<file path="src/hdl/spims_defines.svh">
// spi master/slave port: register offsets, field positions, reset values
// assumes inclusion by bare name from design files under hdl/
`ifndef SPIMS_DEFINES_SVH
`define SPIMS_DEFINES_SVH

`define SPIMS_OFF_CTRL     12'h000
`define SPIMS_OFF_TIMING   12'h004
`define SPIMS_OFF_TXDATA   12'h008
`define SPIMS_OFF_RXDATA   12'h00C
`define SPIMS_OFF_STATUS   12'h010

`define SPIMS_CTRL_EN      0
`define SPIMS_CTRL_MASTER  1
`define SPIMS_CTRL_CPOL    2
`define SPIMS_CTRL_CPHA    3
`define SPIMS_CTRL_DIV_LO  8
`define SPIMS_CTRL_DIV_HI  15

`define SPIMS_TIM_CSD_LO   0
`define SPIMS_TIM_CSD_HI   7
`define SPIMS_TIM_FWD_LO   8
`define SPIMS_TIM_FWD_HI   15

`define SPIMS_ST_BUSY      0
`define SPIMS_ST_TXEMPTY   1
`define SPIMS_ST_RXFULL    2
`define SPIMS_ST_OVERRUN   3

`define SPIMS_DIV_RESET    8'h01
`define SPIMS_CSD_RESET    8'h01
`define SPIMS_FWD_RESET    8'h00

`endif

</file>
<file path="src/hdl/spims_pkg.sv">
// spi master/slave port: shared types
// assumes spims_defines.svh alongside
package spims_pkg;
  typedef enum logic [2:0] {
    SPIMS_IDLE  = 3'h0,
    SPIMS_CSDLY = 3'h1,
    SPIMS_FWDLY = 3'h3,
    SPIMS_SHIFT = 3'h2,
    SPIMS_SLAVE = 3'h6
  } spims_state_t;
endpackage

</file>
<file path="src/hdl/spims_ctl_if.sv">
// spi master/slave port: bundle between register file and shifter
// assumes one clock domain, clock of the top module
`timescale 1ns/1ps
`default_nettype none
interface spims_ctl_if #(parameter int WIDTH = 8);
  logic             enable;
  logic             master;
  logic             cpol;
  logic             cpha;
  logic [7:0]       clkDiv;
  logic [7:0]       csDelay;
  logic [7:0]       firstDelay;
  logic [WIDTH-1:0] txData;
  logic             txValid;
  logic             txTaken;
  logic [WIDTH-1:0] rxData;
  logic             rxStrobe;
  logic             busy;
  modport regs  (output enable, master, cpol, cpha, clkDiv, csDelay, firstDelay, txData,
                 txValid, input txTaken, rxData, rxStrobe, busy);
  modport shift (input enable, master, cpol, cpha, clkDiv, csDelay, firstDelay, txData,
                 txValid, output txTaken, rxData, rxStrobe, busy);
endinterface
`default_nettype wire

</file>
<file path="src/hdl/spims_shifter.sv">
// spi master/slave port: serial shifter, master clock generator and slave engine
// assumes pin inputs arrive already synchronised to clock
//
// The implementer's own choices: the APB register port and the placing of the registers.
`timescale 1ns/1ps
`default_nettype none
`include "spims_defines.svh"
module spims_shifter #(
  parameter int WIDTH = 8
) (
  input  wire logic   clock,
  input  wire logic   rst,
  spims_ctl_if.shift  ctl,
  input  wire logic   sclkIn,
  input  wire logic   csInN,
  input  wire logic   misoIn,
  input  wire logic   mosiIn,
  output logic        sclkOut,
  output logic        sclkOe,
  output logic        csOutN,
  output logic        misoOut,
  output logic        misoOe,
  output logic        mosiOut
);
  localparam int CW = $clog2(WIDTH + 1);

  spims_pkg::spims_state_t stateQ, stateD;
  logic [7:0]       cntQ, cntD;
  logic [CW-1:0]    bitQ, bitD;
  logic [WIDTH-1:0] shQ, shD;
  logic             phaseQ, phaseD;
  logic             sclkQ, sclkD;
  logic             csQ, csD;
  logic             doutQ, doutD;
  logic             sclkPrevQ;
  logic [WIDTH-1:0] rxD;
  logic             rxStbD, takenD;
  logic             sRise, sFall, sLead, sTrail;

  // slave edges come from the sampled partner clock; cpol picks leading edge
  assign sRise  = sclkIn & ~sclkPrevQ;
  assign sFall  = ~sclkIn & sclkPrevQ;
  assign sLead  = ctl.cpol ? sFall : sRise;
  assign sTrail = ctl.cpol ? sRise : sFall;

  always_comb begin
    stateD = stateQ;
    cntD   = cntQ;
    bitD   = bitQ;
    shD    = shQ;
    phaseD = phaseQ;
    sclkD  = sclkQ;
    csD    = csQ;
    doutD  = doutQ;
    rxD    = ctl.rxData;
    rxStbD = 1'b0;
    takenD = 1'b0;
    unique case (stateQ)
      spims_pkg::SPIMS_IDLE: begin
        sclkD = ctl.cpol;
        csD   = 1'b1;
        if (ctl.enable && !ctl.master) begin
          stateD = spims_pkg::SPIMS_SLAVE;
          shD    = ctl.txValid ? ctl.txData : '0;
          takenD = ctl.txValid;
          bitD   = CW'(WIDTH);
          doutD  = ctl.txValid ? ctl.txData[WIDTH-1] : 1'b0;
        end else if (ctl.enable && ctl.txValid) begin
          stateD = spims_pkg::SPIMS_CSDLY;
          csD    = 1'b0;
          cntD   = ctl.csDelay;
        end
      end
      spims_pkg::SPIMS_CSDLY: begin
        // chip select stands low this many clocks (at least one) before the first-word delay starts
        if (cntQ <= 8'h01) begin
          stateD = spims_pkg::SPIMS_FWDLY;
          cntD   = ctl.firstDelay;
        end else
          cntD = cntQ - 8'h01;
      end
      spims_pkg::SPIMS_FWDLY: begin
        if (cntQ == 8'h00) begin
          stateD = spims_pkg::SPIMS_SHIFT;
          shD    = ctl.txData;
          takenD = 1'b1;
          bitD   = CW'(WIDTH);
          phaseD = 1'b0;
          doutD  = ctl.txData[WIDTH-1];
          cntD   = ctl.clkDiv;
        end else
          cntD = cntQ - 8'h01;
      end
      spims_pkg::SPIMS_SHIFT: begin
        if (cntQ <= 8'h01) begin
          cntD   = ctl.clkDiv;
          phaseD = ~phaseQ;
          sclkD  = ~sclkQ;
          if (phaseQ == ctl.cpha) begin
            shD = {shQ[WIDTH-2:0], misoIn};
          end else if (ctl.cpha) begin
            doutD = shQ[WIDTH-1];
          end
          if (phaseQ) begin
            bitD = bitQ - CW'(1);
            if (!ctl.cpha) doutD = shQ[WIDTH-1];
            if (bitQ == CW'(1)) begin
              // with cpha set the last bit is sampled on this very edge
              rxD    = ctl.cpha ? {shQ[WIDTH-2:0], misoIn} : shQ;
              rxStbD = 1'b1;
              if (ctl.txValid && ctl.enable) begin
                shD    = ctl.txData;
                takenD = 1'b1;
                bitD   = CW'(WIDTH);
                doutD  = ctl.txData[WIDTH-1];
              end else begin
                stateD = spims_pkg::SPIMS_IDLE;
                csD    = 1'b1;
              end
            end
          end
        end else
          cntD = cntQ - 8'h01;
      end
      spims_pkg::SPIMS_SLAVE: begin
        if (!ctl.enable || ctl.master) stateD = spims_pkg::SPIMS_IDLE;
        else if (csInN) begin
          // deselect restarts the word frame
          bitD = CW'(WIDTH);
          // a word written while deselected loads at once; txTaken stops a double take
          if (ctl.txValid && !ctl.txTaken) begin
            shD    = ctl.txData;
            takenD = 1'b1;
          end
          doutD = shD[WIDTH-1];
        end else begin
          if ((sLead && !ctl.cpha) || (sTrail && ctl.cpha)) begin
            shD  = {shQ[WIDTH-2:0], mosiIn};
            bitD = bitQ - CW'(1);
            if (bitQ == CW'(1)) begin
              // next word loads on the same edge: no dead cycle
              rxD    = {shQ[WIDTH-2:0], mosiIn};
              rxStbD = 1'b1;
              bitD   = CW'(WIDTH);
              shD    = ctl.txValid ? ctl.txData : '0;
              takenD = ctl.txValid;
            end
          end
          if ((sTrail && !ctl.cpha) || (sLead && ctl.cpha && bitQ != CW'(WIDTH)))
            doutD = shQ[WIDTH-1];
          if (sTrail && !ctl.cpha && bitQ == CW'(WIDTH)) doutD = shQ[WIDTH-1];
        end
      end
      default: stateD = spims_pkg::SPIMS_IDLE;
    endcase
  end

  always_ff @(posedge clock) begin
    if (rst) begin
      stateQ       <= spims_pkg::SPIMS_IDLE;
      cntQ         <= 8'h00;
      bitQ         <= '0;
      shQ          <= '0;
      phaseQ       <= 1'b0;
      sclkQ        <= 1'b0;
      csQ          <= 1'b1;
      doutQ        <= 1'b0;
      sclkPrevQ    <= 1'b0;
      ctl.rxData   <= '0;
      ctl.rxStrobe <= 1'b0;
      ctl.txTaken  <= 1'b0;
    end else begin
      stateQ       <= stateD;
      cntQ         <= cntD;
      bitQ         <= bitD;
      shQ          <= shD;
      phaseQ       <= phaseD;
      sclkQ        <= sclkD;
      csQ          <= csD;
      doutQ        <= doutD;
      sclkPrevQ    <= sclkIn;
      ctl.rxData   <= rxD;
      ctl.rxStrobe <= rxStbD;
      ctl.txTaken  <= takenD;
    end
  end

  assign ctl.busy = (stateQ != spims_pkg::SPIMS_IDLE) &&
                    !(stateQ == spims_pkg::SPIMS_SLAVE && csInN);
  assign sclkOut  = sclkQ;
  assign sclkOe   = ctl.enable & ctl.master;
  assign csOutN   = csQ;
  assign mosiOut  = doutQ;
  assign misoOut  = doutQ;
  assign misoOe   = (stateQ == spims_pkg::SPIMS_SLAVE) & ~csInN;
endmodule
`default_nettype wire

</file>
<file path="src/hdl/spims_top.sv">
// spi master/slave port: apb register file, pin synchronisers, shifter
// assumes apb master on clock; pins come from outside and are synchronised here
// Operation
// - one unit, software selects master or slave
// - programmable clock rate, polarity and phase
// - master: programmable select-to-clock interval
// - master: programmable delay before first word
// - slave takes in words back to back; it sends them back to back intact with cpha clear only
`timescale 1ns/1ps
`default_nettype none
`include "spims_defines.svh"
module spims_top #(
  parameter int WIDTH = 8
) (
  input  wire logic        clock,
  input  wire logic        rst,
  input  wire logic        psel,
  input  wire logic        penable,
  input  wire logic        pwrite,
  input  wire logic [11:0] paddr,
  input  wire logic [31:0] pwdata,
  output logic      [31:0] prdata,
  output logic             pready,
  output logic             pslverr,
  input  wire logic        sclkIn,
  output logic             sclkOut,
  output logic             sclkOe,
  input  wire logic        csInN,
  output logic             csOutN,
  output logic             mosiOut,
  input  wire logic        mosiIn,
  output logic             misoOut,
  output logic             misoOe,
  input  wire logic        misoIn
);
  spims_ctl_if #(.WIDTH(WIDTH)) ctl ();

  ////////////////////////////////////////////////////////////////////////////
  // pin synchronisers: second stage only is read
  logic [3:0] syncAQ, syncBQ;
  always_ff @(posedge clock) begin
    if (rst) begin
      syncAQ <= 4'hF;
      syncBQ <= 4'hF;
    end else begin
      syncAQ <= {sclkIn, csInN, mosiIn, misoIn};
      syncBQ <= syncAQ;
    end
  end

  ////////////////////////////////////////////////////////////////////////////
  // registers
  logic             enQ, enD, msQ, msD, cpolQ, cpolD, cphaQ, cphaD;
  logic [7:0]       divQ, divD, csdQ, csdD, fwdQ, fwdD;
  logic [WIDTH-1:0] txQ, txD, rxQ, rxD;
  logic             txvQ, txvD, rxfQ, rxfD, ovrQ, ovrD;
  logic [31:0]      rdataD;
  logic             wrAcc, rdAcc, hit;

  assign wrAcc = psel & penable & pwrite;
  assign rdAcc = psel & penable & ~pwrite;

  always_comb begin
    enD = enQ; msD = msQ; cpolD = cpolQ; cphaD = cphaQ;
    divD = divQ; csdD = csdQ; fwdD = fwdQ; txD = txQ;
    txvD = txvQ & ~ctl.txTaken;
    rxD  = rxQ;
    rxfD = rxfQ;
    ovrD = ovrQ;
    hit  = 1'b1;
    rdataD = 32'h0000_0000;
    unique case (paddr)
      `SPIMS_OFF_CTRL: begin
        rdataD[`SPIMS_CTRL_EN]     = enQ;
        rdataD[`SPIMS_CTRL_MASTER] = msQ;
        rdataD[`SPIMS_CTRL_CPOL]   = cpolQ;
        rdataD[`SPIMS_CTRL_CPHA]   = cphaQ;
        rdataD[`SPIMS_CTRL_DIV_HI:`SPIMS_CTRL_DIV_LO] = divQ;
        if (wrAcc) begin
          enD   = pwdata[`SPIMS_CTRL_EN];
          msD   = pwdata[`SPIMS_CTRL_MASTER];
          cpolD = pwdata[`SPIMS_CTRL_CPOL];
          cphaD = pwdata[`SPIMS_CTRL_CPHA];
          // a zero divider is stored as the reset divider of one
          divD  = (pwdata[`SPIMS_CTRL_DIV_HI:`SPIMS_CTRL_DIV_LO] == 8'h00) ?
                  `SPIMS_DIV_RESET : pwdata[`SPIMS_CTRL_DIV_HI:`SPIMS_CTRL_DIV_LO];
        end
      end
      `SPIMS_OFF_TIMING: begin
        rdataD[`SPIMS_TIM_CSD_HI:`SPIMS_TIM_CSD_LO] = csdQ;
        rdataD[`SPIMS_TIM_FWD_HI:`SPIMS_TIM_FWD_LO] = fwdQ;
        if (wrAcc) begin
          csdD = pwdata[`SPIMS_TIM_CSD_HI:`SPIMS_TIM_CSD_LO];
          fwdD = pwdata[`SPIMS_TIM_FWD_HI:`SPIMS_TIM_FWD_LO];
        end
      end
      `SPIMS_OFF_TXDATA: begin
        rdataD[WIDTH-1:0] = txQ;
        if (wrAcc) begin
          txD  = pwdata[WIDTH-1:0];
          txvD = 1'b1;
        end
      end
      `SPIMS_OFF_RXDATA: begin
        rdataD[WIDTH-1:0] = rxQ;
        if (rdAcc) rxfD = 1'b0;
      end
      `SPIMS_OFF_STATUS: begin
        rdataD[`SPIMS_ST_BUSY]    = ctl.busy;
        rdataD[`SPIMS_ST_TXEMPTY] = ~txvQ;
        rdataD[`SPIMS_ST_RXFULL]  = rxfQ;
        rdataD[`SPIMS_ST_OVERRUN] = ovrQ;
        if (wrAcc && pwdata[`SPIMS_ST_OVERRUN]) ovrD = 1'b0;
      end
      default: hit = 1'b0;
    endcase
    // received word wins over a read clear in the same cycle
    if (ctl.rxStrobe) begin
      rxD  = ctl.rxData;
      ovrD = ovrD | rxfQ;
      rxfD = 1'b1;
    end
  end

  always_ff @(posedge clock) begin
    if (rst) begin
      enQ <= 1'b0; msQ <= 1'b0; cpolQ <= 1'b0; cphaQ <= 1'b0;
      divQ <= `SPIMS_DIV_RESET;
      csdQ <= `SPIMS_CSD_RESET;
      fwdQ <= `SPIMS_FWD_RESET;
      txQ  <= '0; txvQ <= 1'b0; rxQ <= '0; rxfQ <= 1'b0; ovrQ <= 1'b0;
      prdata  <= 32'h0000_0000;
      pslverr <= 1'b0;
    end else begin
      enQ <= enD; msQ <= msD; cpolQ <= cpolD; cphaQ <= cphaD;
      divQ <= divD; csdQ <= csdD; fwdQ <= fwdD;
      txQ <= txD; txvQ <= txvD; rxQ <= rxD; rxfQ <= rxfD; ovrQ <= ovrD;
      prdata  <= (psel & ~penable) ? rdataD : prdata;
      pslverr <= psel & ~penable & ~hit;
    end
  end

  assign pready = 1'b1;

  assign ctl.enable     = enQ;
  assign ctl.master     = msQ;
  assign ctl.cpol       = cpolQ;
  assign ctl.cpha       = cphaQ;
  assign ctl.clkDiv     = divQ;
  assign ctl.csDelay    = csdQ;
  assign ctl.firstDelay = fwdQ;
  assign ctl.txData     = txQ;
  assign ctl.txValid    = txvQ;

  ////////////////////////////////////////////////////////////////////////////
  spims_shifter #(.WIDTH(WIDTH)) u_shift (
    .clock   (clock),
    .rst     (rst),
    .ctl     (ctl),
    .sclkIn  (syncBQ[3]),
    .csInN   (syncBQ[2]),
    .mosiIn  (syncBQ[1]),
    .misoIn  (syncBQ[0]),
    .sclkOut (sclkOut),
    .sclkOe  (sclkOe),
    .csOutN  (csOutN),
    .mosiOut (mosiOut),
    .misoOut (misoOut),
    .misoOe  (misoOe)
  );
endmodule
`default_nettype wire

</file>
<file path="config.mk">
export PLATFORM = sky130hd
export DESIGN_NAME = spims_top
export DESIGN_NICKNAME = d
export VERILOG_FILES = /design/src/hdl/spims_pkg.sv /design/src/hdl/spims_ctl_if.sv /design/src/hdl/spims_shifter.sv /design/src/hdl/spims_top.sv
export VERILOG_INCLUDE_DIRS = /design/src /design/src/hdl
export SDC_FILE = /design/constraint.sdc
export NUM_CORES = 1
export LEC_CHECK = 0
export ABC_AREA = 1
export BUFFER_PORTS_ARGS = -buffer_cell sky130_fd_sc_hd__buf_4
export CAP_MARGIN = 20
export CORE_MARGIN = 2
export CORE_UTILIZATION = 57
export CTS_CLUSTER_DIAMETER = 40
export CTS_CLUSTER_SIZE = 28
export DETAILED_ROUTE_END_ITERATION = 12
export PLACE_DENSITY = 0.79
export SLEW_MARGIN = 5
export SYNTH_ARGS = -nofsm -noshare
export SYNTH_HDL_FRONTEND = slang
export SYNTH_SLANG_ARGS = --single-unit
</file>
<file path="constraint.sdc">
create_clock -name clock -period 1.98 [get_ports clock]
set_input_delay 0.198 -clock clock [delete_from_list [all_inputs] [get_ports clock]]
set_output_delay 0.198 -clock clock [all_outputs]
set_load 0.01 [all_outputs]
</file>
==> results of run 1 <==
## repair_timing
item / 4_1_cts / 5_1_grt
hold buffers: 4 / 0
hold endpoints to repair: 4 / 0
endpoints found under the setup margin: 0 / 22
resized for setup: 0 / 13
## power groups by stage
stage / logic, µW / clock network [µW] / registers [µW]
2_1_floorplan: 2160 / 0 / 2620
3_3_place_gp: 2950 / 0 / 2650
3_5_place_dp: 2990 / 0 / 2650
4_1_cts: 3020 / 1520 / 2600
5_1_grt: 3540 / 1590 / 2630
6_report: 3110 / 1500 / 2610
## per-stage QoR
stage          worst slack, ns  setup TNS [ns]
4_1_cts                0.05574               0
6_report                0.1211               0
2_1_floorplan           0.2471               0
3_5_place_dp           0.03015               0
5_1_grt               -0.04296         -0.1879
3_3_place_gp           0.09726               0
## worst min-delay path by stage
| stage | start | endpoint | slack [ns] | cells past startpoint |
|---|---|---|---|---|
| 2_1_floorplan | misoIn | syncAQ[0]$_SDFF_PP1_ | 0.30 | 1 |
| 3_3_place_gp | sclkIn | syncAQ[3]$_SDFF_PP1_ | 0.38 | 2 |
| 3_5_place_dp | csInN | syncAQ[2]$_SDFF_PP1_ | 0.39 | 2 |
| 4_1_cts | pwdata[15] | ctl.clkDiv[7]$_SDFFE_PP0P_ | 0.07 | 3 |
| 5_1_grt | pwdata[15] | ctl.clkDiv[7]$_SDFFE_PP0P_ | 0.09 | 3 |
| 6_report | pwdata[15] | ctl.clkDiv[7]$_SDFFE_PP0P_ | 0.09 | 3 |
## kinds of logic (layout without fill, tap and decap cells)
family | after synthesis | after routing
and+or+nand+nor | 450 | 450
AOI/OAI and AO/OA | 202 | 202
buffers and inverters | 161 | 224
DFF | 110 | 110
xor gates and xnor gates | 6 | 6
adders and majority gates | 4 | 4
other | 2 | 17
muxes | 1 | 1
## worst reg2reg max path, delay by kind of cell (launching register included)
| kind | cells | cell delay (ns) |
|---|---|---|
| adder cells (fa/ha/maj) | 1 | 0.23 |
| flip-flops | 1 | 0.35 |
| AND/OR/NAND/NOR | 9 | 1.09 |
| buffers and inverters | 1 | 0.10 |
## sequential cells by signal, indices dropped and copies added (netlist names), 8 cells and up
| signal | cells |
|---|---|
| prdata | 16 |
| csdQ | 8 |
| ctl.clkDiv | 8 |
| ctl.firstDelay | 8 |
| ctl.txData | 8 |
| rxQ | 8 |
| u_shift.cntQ | 8 |
| u_shift.ctl.rxData | 8 |
| u_shift.shQ | 8 |
## routing by layer
metal	track usage	routed length, µm
met4	0.09555	342
met2	0.4823	7581
met1	0.3944	7031
met3	0.04620	1229
met5	0	0
## synth_stat cells (all sizes together) (2+ instances only)
master  count
nand2     203
nor2      119
inv       111
dfxtp     110
o21ai      91
nand3      89
a21oi      88
buf        27
clkbuf     21
nand4      10
nor3       10
o211ai     10
nand3b      9
o21bai      8
or2         8
xor2        5
ha          4
a211oi      3
clkinv      2
conb        2
nor4        2
## placed cells by master (no fill, tap or decap), types with 3 or more instances in the layout
cell type,n
nand2_1,198
nor2_1,111
dfxtp_1,108
inv_1,102
buf_4,92
a21oi_1,87
o21ai_0,87
nand3_1,86
conb_1,17
o211ai_1,10
clkbuf_8,10
nand3b_1,9
nand4_1,9
o21bai_1,8
inv_2,8
or2_2,8
nor3_1,7
nor2_2,7
nand2_2,5
xor2_1,5
dlygate4sd3_1,4
nor3_2,3
nand3_2,3
a211oi_1,3
clkinv_1,3
ha_1,3
## layout make-up
cell class                      instances  area share
Clock buffer                           11     0.02023
Clock inverter                          3    0.009846
Inverter                              113     0.06069
Multi-Input combinational cell        680      0.4620
Sequential cell                       110      0.3154
Tap cell                              136     0.02435
Timing Repair Buffer                   97      0.1074
==> metrics, run 1 <==
critical-path cell list=inv_2 > ha_2 > nor2_1 > nor2_1 > nand2_1 > nand2_1 > nand3_2 > nor2_2 > nand3_1 > nor2_1 > nor2_1; MaxCap Viol Count=0; Synth Area in Simple Gates=0.3225; IO buf count=59; Pwr Total=7215 µW; CTS max path bufs=2; DRT Pass-1 Iters=6; Yosys top cell by area=dfxtp_1; die span in y=106.9 µm; critical path arrival=2.14 ns; Root Driver=clkbuf_8; Layout Nets=1068; DP Wirelength=12090 µm; CP startpoint kind=register; kind of critical path=reg2reg; Net Sw Power=2920 µW; synth top area cells=dfxtp_1, nand2_1, o21ai_0; Largest delay share family, worst path=simple AND/OR/NAND/NOR gates; GPL Wtd Cong=0.9514; Final Util=0.6801; global-route wire length before repair=26720 µm; status=completed; Mapped Cells=936; Adder-Cell Fraction of Synth Area=0.008297; launching point of the worst reg2reg path=u_shift.cntQ[0]$_SDFFE_PP0P_; FF-to-FF setup slack=0.12 ns; sequential share of the synthesized area=0.3651; total CTS buffers=9; Synth async-reset ratio=0; worst vdd ir=633.7 µV; critical path endpoint=u_shift.shQ[4]$_SDFFE_PP0P_; placed insts=1132; WL final=16180 µm; FILL cells=943; TritonCTS Sinks=110; main combinational cell family by area after synthesis=simple AND/OR/NAND/NOR gates; Achievable Freq=538.0 MHz; yosys synthesis warning count=0; average size of a mapped cell=6.444 µm²; CP peak stage delay=0.35 ns; most common flop cell mapped by yosys=dfxtp_1; R2R depth=11; Mapped Area=6032 µm²; Hold Path Class=in2reg; mux cell area share after synthesis=0.001867; grt ovf=0; RSZ-0062 raised after global routing=true; antenna cell count=0; fin crit period=1.859 ns; Slew Viols, Final=0; Sw Share=0.4047; CTS H-tree depth=3; CP Launch Point=u_shift.cntQ[0]$_SDFFE_PP0P_; initial DRC count=560; initial core utilization=0.5869; vias in the first global route=5566; area of placed instances=6709 µm²; Logic pwr share=0.430; Final Setup Violations=0; Slew HR=0.5888; critical path's most frequent cell=nor2_1; P_int=4295 µW; Synth Area in XOR/XNOR=0.008712; synthesized flop and latch total=110; DRC Markers=0; initial antenna violation count=0; Synth top area share=0.3651; Power Density=1032 nW/µm²; pin count of the biggest net entering global routing=37; slowest CP cell=dfxtp_1; Vias=6204; TritonCTS clock tree=built; Worst-path clk slew=0.10 ns; share of cells above drive strength 1=0.1469; r2r endpoint=u_shift.shQ[4]$_SDFFE_PP0P_; final hold violation count=0; fin crit share=0.9388; clock network fraction of total power=0.208; Slew @ Worst Pin=0.6130 ns; worst hold margin=0.08578 ns; clock latency on the worst-skew pair=0.39 ns; CP Data Required Time=2.26 ns; Area Overhead vs Synth=15.87%; Final Instance Area=6989 µm²; Stages on worst setup path=11; core area=10280 µm²; Post-Route Skew=0.01681 ns; row cnt=37; WL per Instance=14.07 µm; footprint of the multi-input gates=3229 µm²; Worst setup EP type=register; Finished Layout Cells=1150; CP Buf/Inv Count=1; maximum net fanout on the critical path=7; Seq. cell area=2205 µm²; Total GRT Usage=0.2932; Die Wd=106.9 µm; sequential share of power=0.362; total I/O pin count=93; Die Area=11420 µm²; Post-DRT Antenna Nets=0; Leak=0.003119 µW; post-CTS setup repair buffer count=0; Yosys cell types=37; Synth Area in Compound Gates=0.1788; vias per cell=5.395; EDFF count, synth=0
(Power assumes the default switching activity.)
==> run 2, diff against run 1 <==
--- a/config.mk
+++ b/config.mk
@@ -10,12 +10,13 @@
 export BUFFER_PORTS_ARGS = -buffer_cell sky130_fd_sc_hd__buf_4
 export CAP_MARGIN = 20
 export CORE_MARGIN = 2
-export CORE_UTILIZATION = 57
+export CORE_UTILIZATION = 58
 export CTS_CLUSTER_DIAMETER = 40
 export CTS_CLUSTER_SIZE = 28
 export DETAILED_ROUTE_END_ITERATION = 12
-export PLACE_DENSITY = 0.79
+export PLACE_DENSITY = 0.8
 export SLEW_MARGIN = 5
 export SYNTH_ARGS = -nofsm -noshare
 export SYNTH_HDL_FRONTEND = slang
+export SYNTH_HIERARCHICAL = 1
 export SYNTH_SLANG_ARGS = --single-unit
==> run 2 against run 1 <==
Against the previous run:
- hold slack lost 0.062 ns
- clock skew shrank 0.0030 ns
- sequential power shrank 7.7%
- critical path type unchanged
- largest power group is now registers
==> metrics, run 2 <==
Seq. cell area=2203 µm²; IO buf count=59; most flop-heavy register=prdata; most instantiated cells after synthesis=nand2_1, nor2_1, dfxtp_1, nand3_1, inv_1; launching point of the worst reg2reg path=u_shift/cntQ[0]$_SDFFE_PP0P_; Total GRT Usage=0.3010; row cnt=38; Vias=6577; total I/O pin count=93; initial DRC count=577; TritonCTS Sinks=110; hold depth=3; Hold Path Class=in2reg; DRC Markers=0; yosys synthesis warning count=6; sequential share of power=0.451; Sw Share=0.3643; clock latency on the worst-skew pair=0.41 ns; Pwr Total=5333 µW; Area Overhead vs Synth=12.87%; status=completed; count leader, synth=nand2_1; CTS max path bufs=2; final hold violation count=0; WL final=17450 µm; Post-Route Skew=0.01382 ns; Layout Nets=1122; most common flop cell mapped by yosys=dfxtp_1; worst vdd ir=593.1 µV; vias in the first global route=5868; Final Setup Violations=0; Setup TNS=0 ns; CP startpoint kind=register; R2R depth=12; initial antenna violation count=0; vias per cell=5.445; Final WS setup=0.09230 ns; commonest non-fill, non-tap cell in the layout=nand2_1; Slew HR=0.6493; Slew @ Worst Pin=0.5255 ns; clock network fraction of total power=0.252; min-delay src=pwdata[8]; Root Driver=clkbuf_8; kind of critical path=reg2reg; die span in y=109.8 µm; WL per Instance=14.45 µm; most frequent cells in the layout=nand2_1, nor2_1, dfxtp_1; global-route wire length before repair=28110 µm; Die Wd=109.8 µm; GPL Wtd Cong=0.9727; pin count of the biggest net entering global routing=31; Achievable Freq=529.7 MHz; Synth top area share=0.3395; RSZ-0062 raised after global routing=false; average size of a mapped cell=6.519 µm²; fin crit period=1.888 ns; DP Wirelength=12790 µm; post-CTS setup repair buffer count=0; EDFF count, synth=0; Yosys cell types=43; Leak=0.003283 µW; FILL cells=1008; Net Sw Power=1943 µW; synth top area cells=dfxtp_1, nand2_1, nor2_1; CP Data Required Time=2.28 ns; MaxCap Viol Count=0; TritonCTS clock tree=built; Worst-path clk slew=0.12 ns; Post-DRT Antenna Nets=0; Synth async-reset ratio=0; Yosys top cell by area=dfxtp_1; fin crit share=0.9534; core area=10890 µm²; Mapped Cells=995; grt ovf=0; synthesized flop and latch total=110; P_int=3390 µW; initial core utilization=0.5957; maximum net fanout on the critical path=9; Logic pwr share=0.297; Slew Viols, Final=0; CTS H-tree depth=3; Largest register FFs=16; footprint of the multi-input gates=3601 µm²; critical path arrival=2.19 ns; antenna cell count=0; CP Launch Point=u_shift/cntQ[0]$_SDFFE_PP0P_; share of cells above drive strength 1=0.1676; total CTS buffers=9; Die Area=12050 µm²; sequential share of the synthesized area=0.3395; post-place setup slack=0.1045 ns; Power Density=728.5 nW/µm²; Mapped Area=6486 µm²; Worst setup EP type=register; DRT Pass-1 Iters=5
==> run 2: cell count changes in the layout (fill, tap and decap cells not counted), sizes merged, moves of 3 or more <==
cell	delta
o21ai	-9
nand4	+4
a21oi	-18
o211ai	+3
nand2	+35
nor2	+44
nor3	-9
nand3	+20
buf	-5
nand3b	-6
o21bai	-8
==> run 2: through the flow <==
| stage | utilization | area, µm² | cells | hold slack (ns) |
|---|---|---|---|---|
| floorplan | - | 6543 | 1010 | 0.3018 |
| global placement | 0.6484 | 7059 | 1187 | 0.3834 |
| detailed placement | 0.6484 | 7059 | 1187 | 0.3852 |
| CTS | 0.6697 | 7292 | 1207 | 0.01629 |
| global route | 0.6724 | 7321 | 1208 | 0.02270 |
| finish | 0.6724 | 7321 | 1208 | 0.02377 |
==> run 2: worst max-delay path, stage by stage (launching register included) <==
cell and delay [ns]:
dfxtp_1 0.40, inv_2 0.07, ha_1 0.22, inv_1 0.07, nand2_1 0.08, nand2_1 0.11, nor2_4 0.05, nand2_1 0.19
nand2_4 0.13, a21oi_1 0.22, nand2_1 0.08, nand2_1 0.09, a21oi_1 0.07
==> run 2: path summary, 6_finish.rpt <==
| check | to | slack (ns) |
|---|---|---|
| worst max-delay path | u_shift/cntQ[0]$_SDFFE_PP0P_ | 0.09 |
| worst min-delay path | ctl.firstDelay[0]$_SDFFE_PP0P_ | 0.02 |
| worst max register to register | u_shift/cntQ[0]$_SDFFE_PP0P_ | 0.09 |
| worst min register to register | syncBQ[3]$_SDFF_PP1_ | 0.42 |
==> run 2: cells by family after synthesis <==
logic type                 Yosys count  share of synthesized area
buffers and inverters              163                     0.1179
DFF                                110                     0.3395
and+or+nand+nor                    537                     0.3760
AOI/OAI and AO/OA                  169                     0.1431
adders and majority gates            6                    0.01157
xor gates and xnor gates             8                    0.01080
other                                2                   0.001158
==> run 2: layout make-up <==
cell class | instances | area share
sequential | 110 | 0.3010
inverter | 112 | 0.05948
tap | 140 | 0.02393
timing repair buffer | 92 | 0.09742
multi-input combinational | 738 | 0.4919
clock buffer | 9 | 0.01692
clock inverter | 7 | 0.009400
==> run 2: power by group through the flow <==
stage          clock (µW)  combinational, µW  sequential, µW
3_3_place_gp            0               1490            2450
5_1_grt              1450               1760            2420
3_5_place_dp            0               1510            2460
6_report             1340               1580            2410
4_1_cts              1360               1530            2400
2_1_floorplan           0               1110            2440
==> run 2: routing by layer <==
metal,GRT usage,vias up,share of wire
met1,0.4045,2982,0.44
met4,0.1121,0,0.024
met5,0,-,0
li1,-,3305,-
met3,0.04683,32,0.080
met2,0.4872,258,0.46
==> run 2: repair_timing <==
item / CTS / global route
hold endpoints to repair: 4 / 0
endpoints found under the setup margin: 0 / 28
resized for setup: 0 / 7
hold buffers: 4 / 0
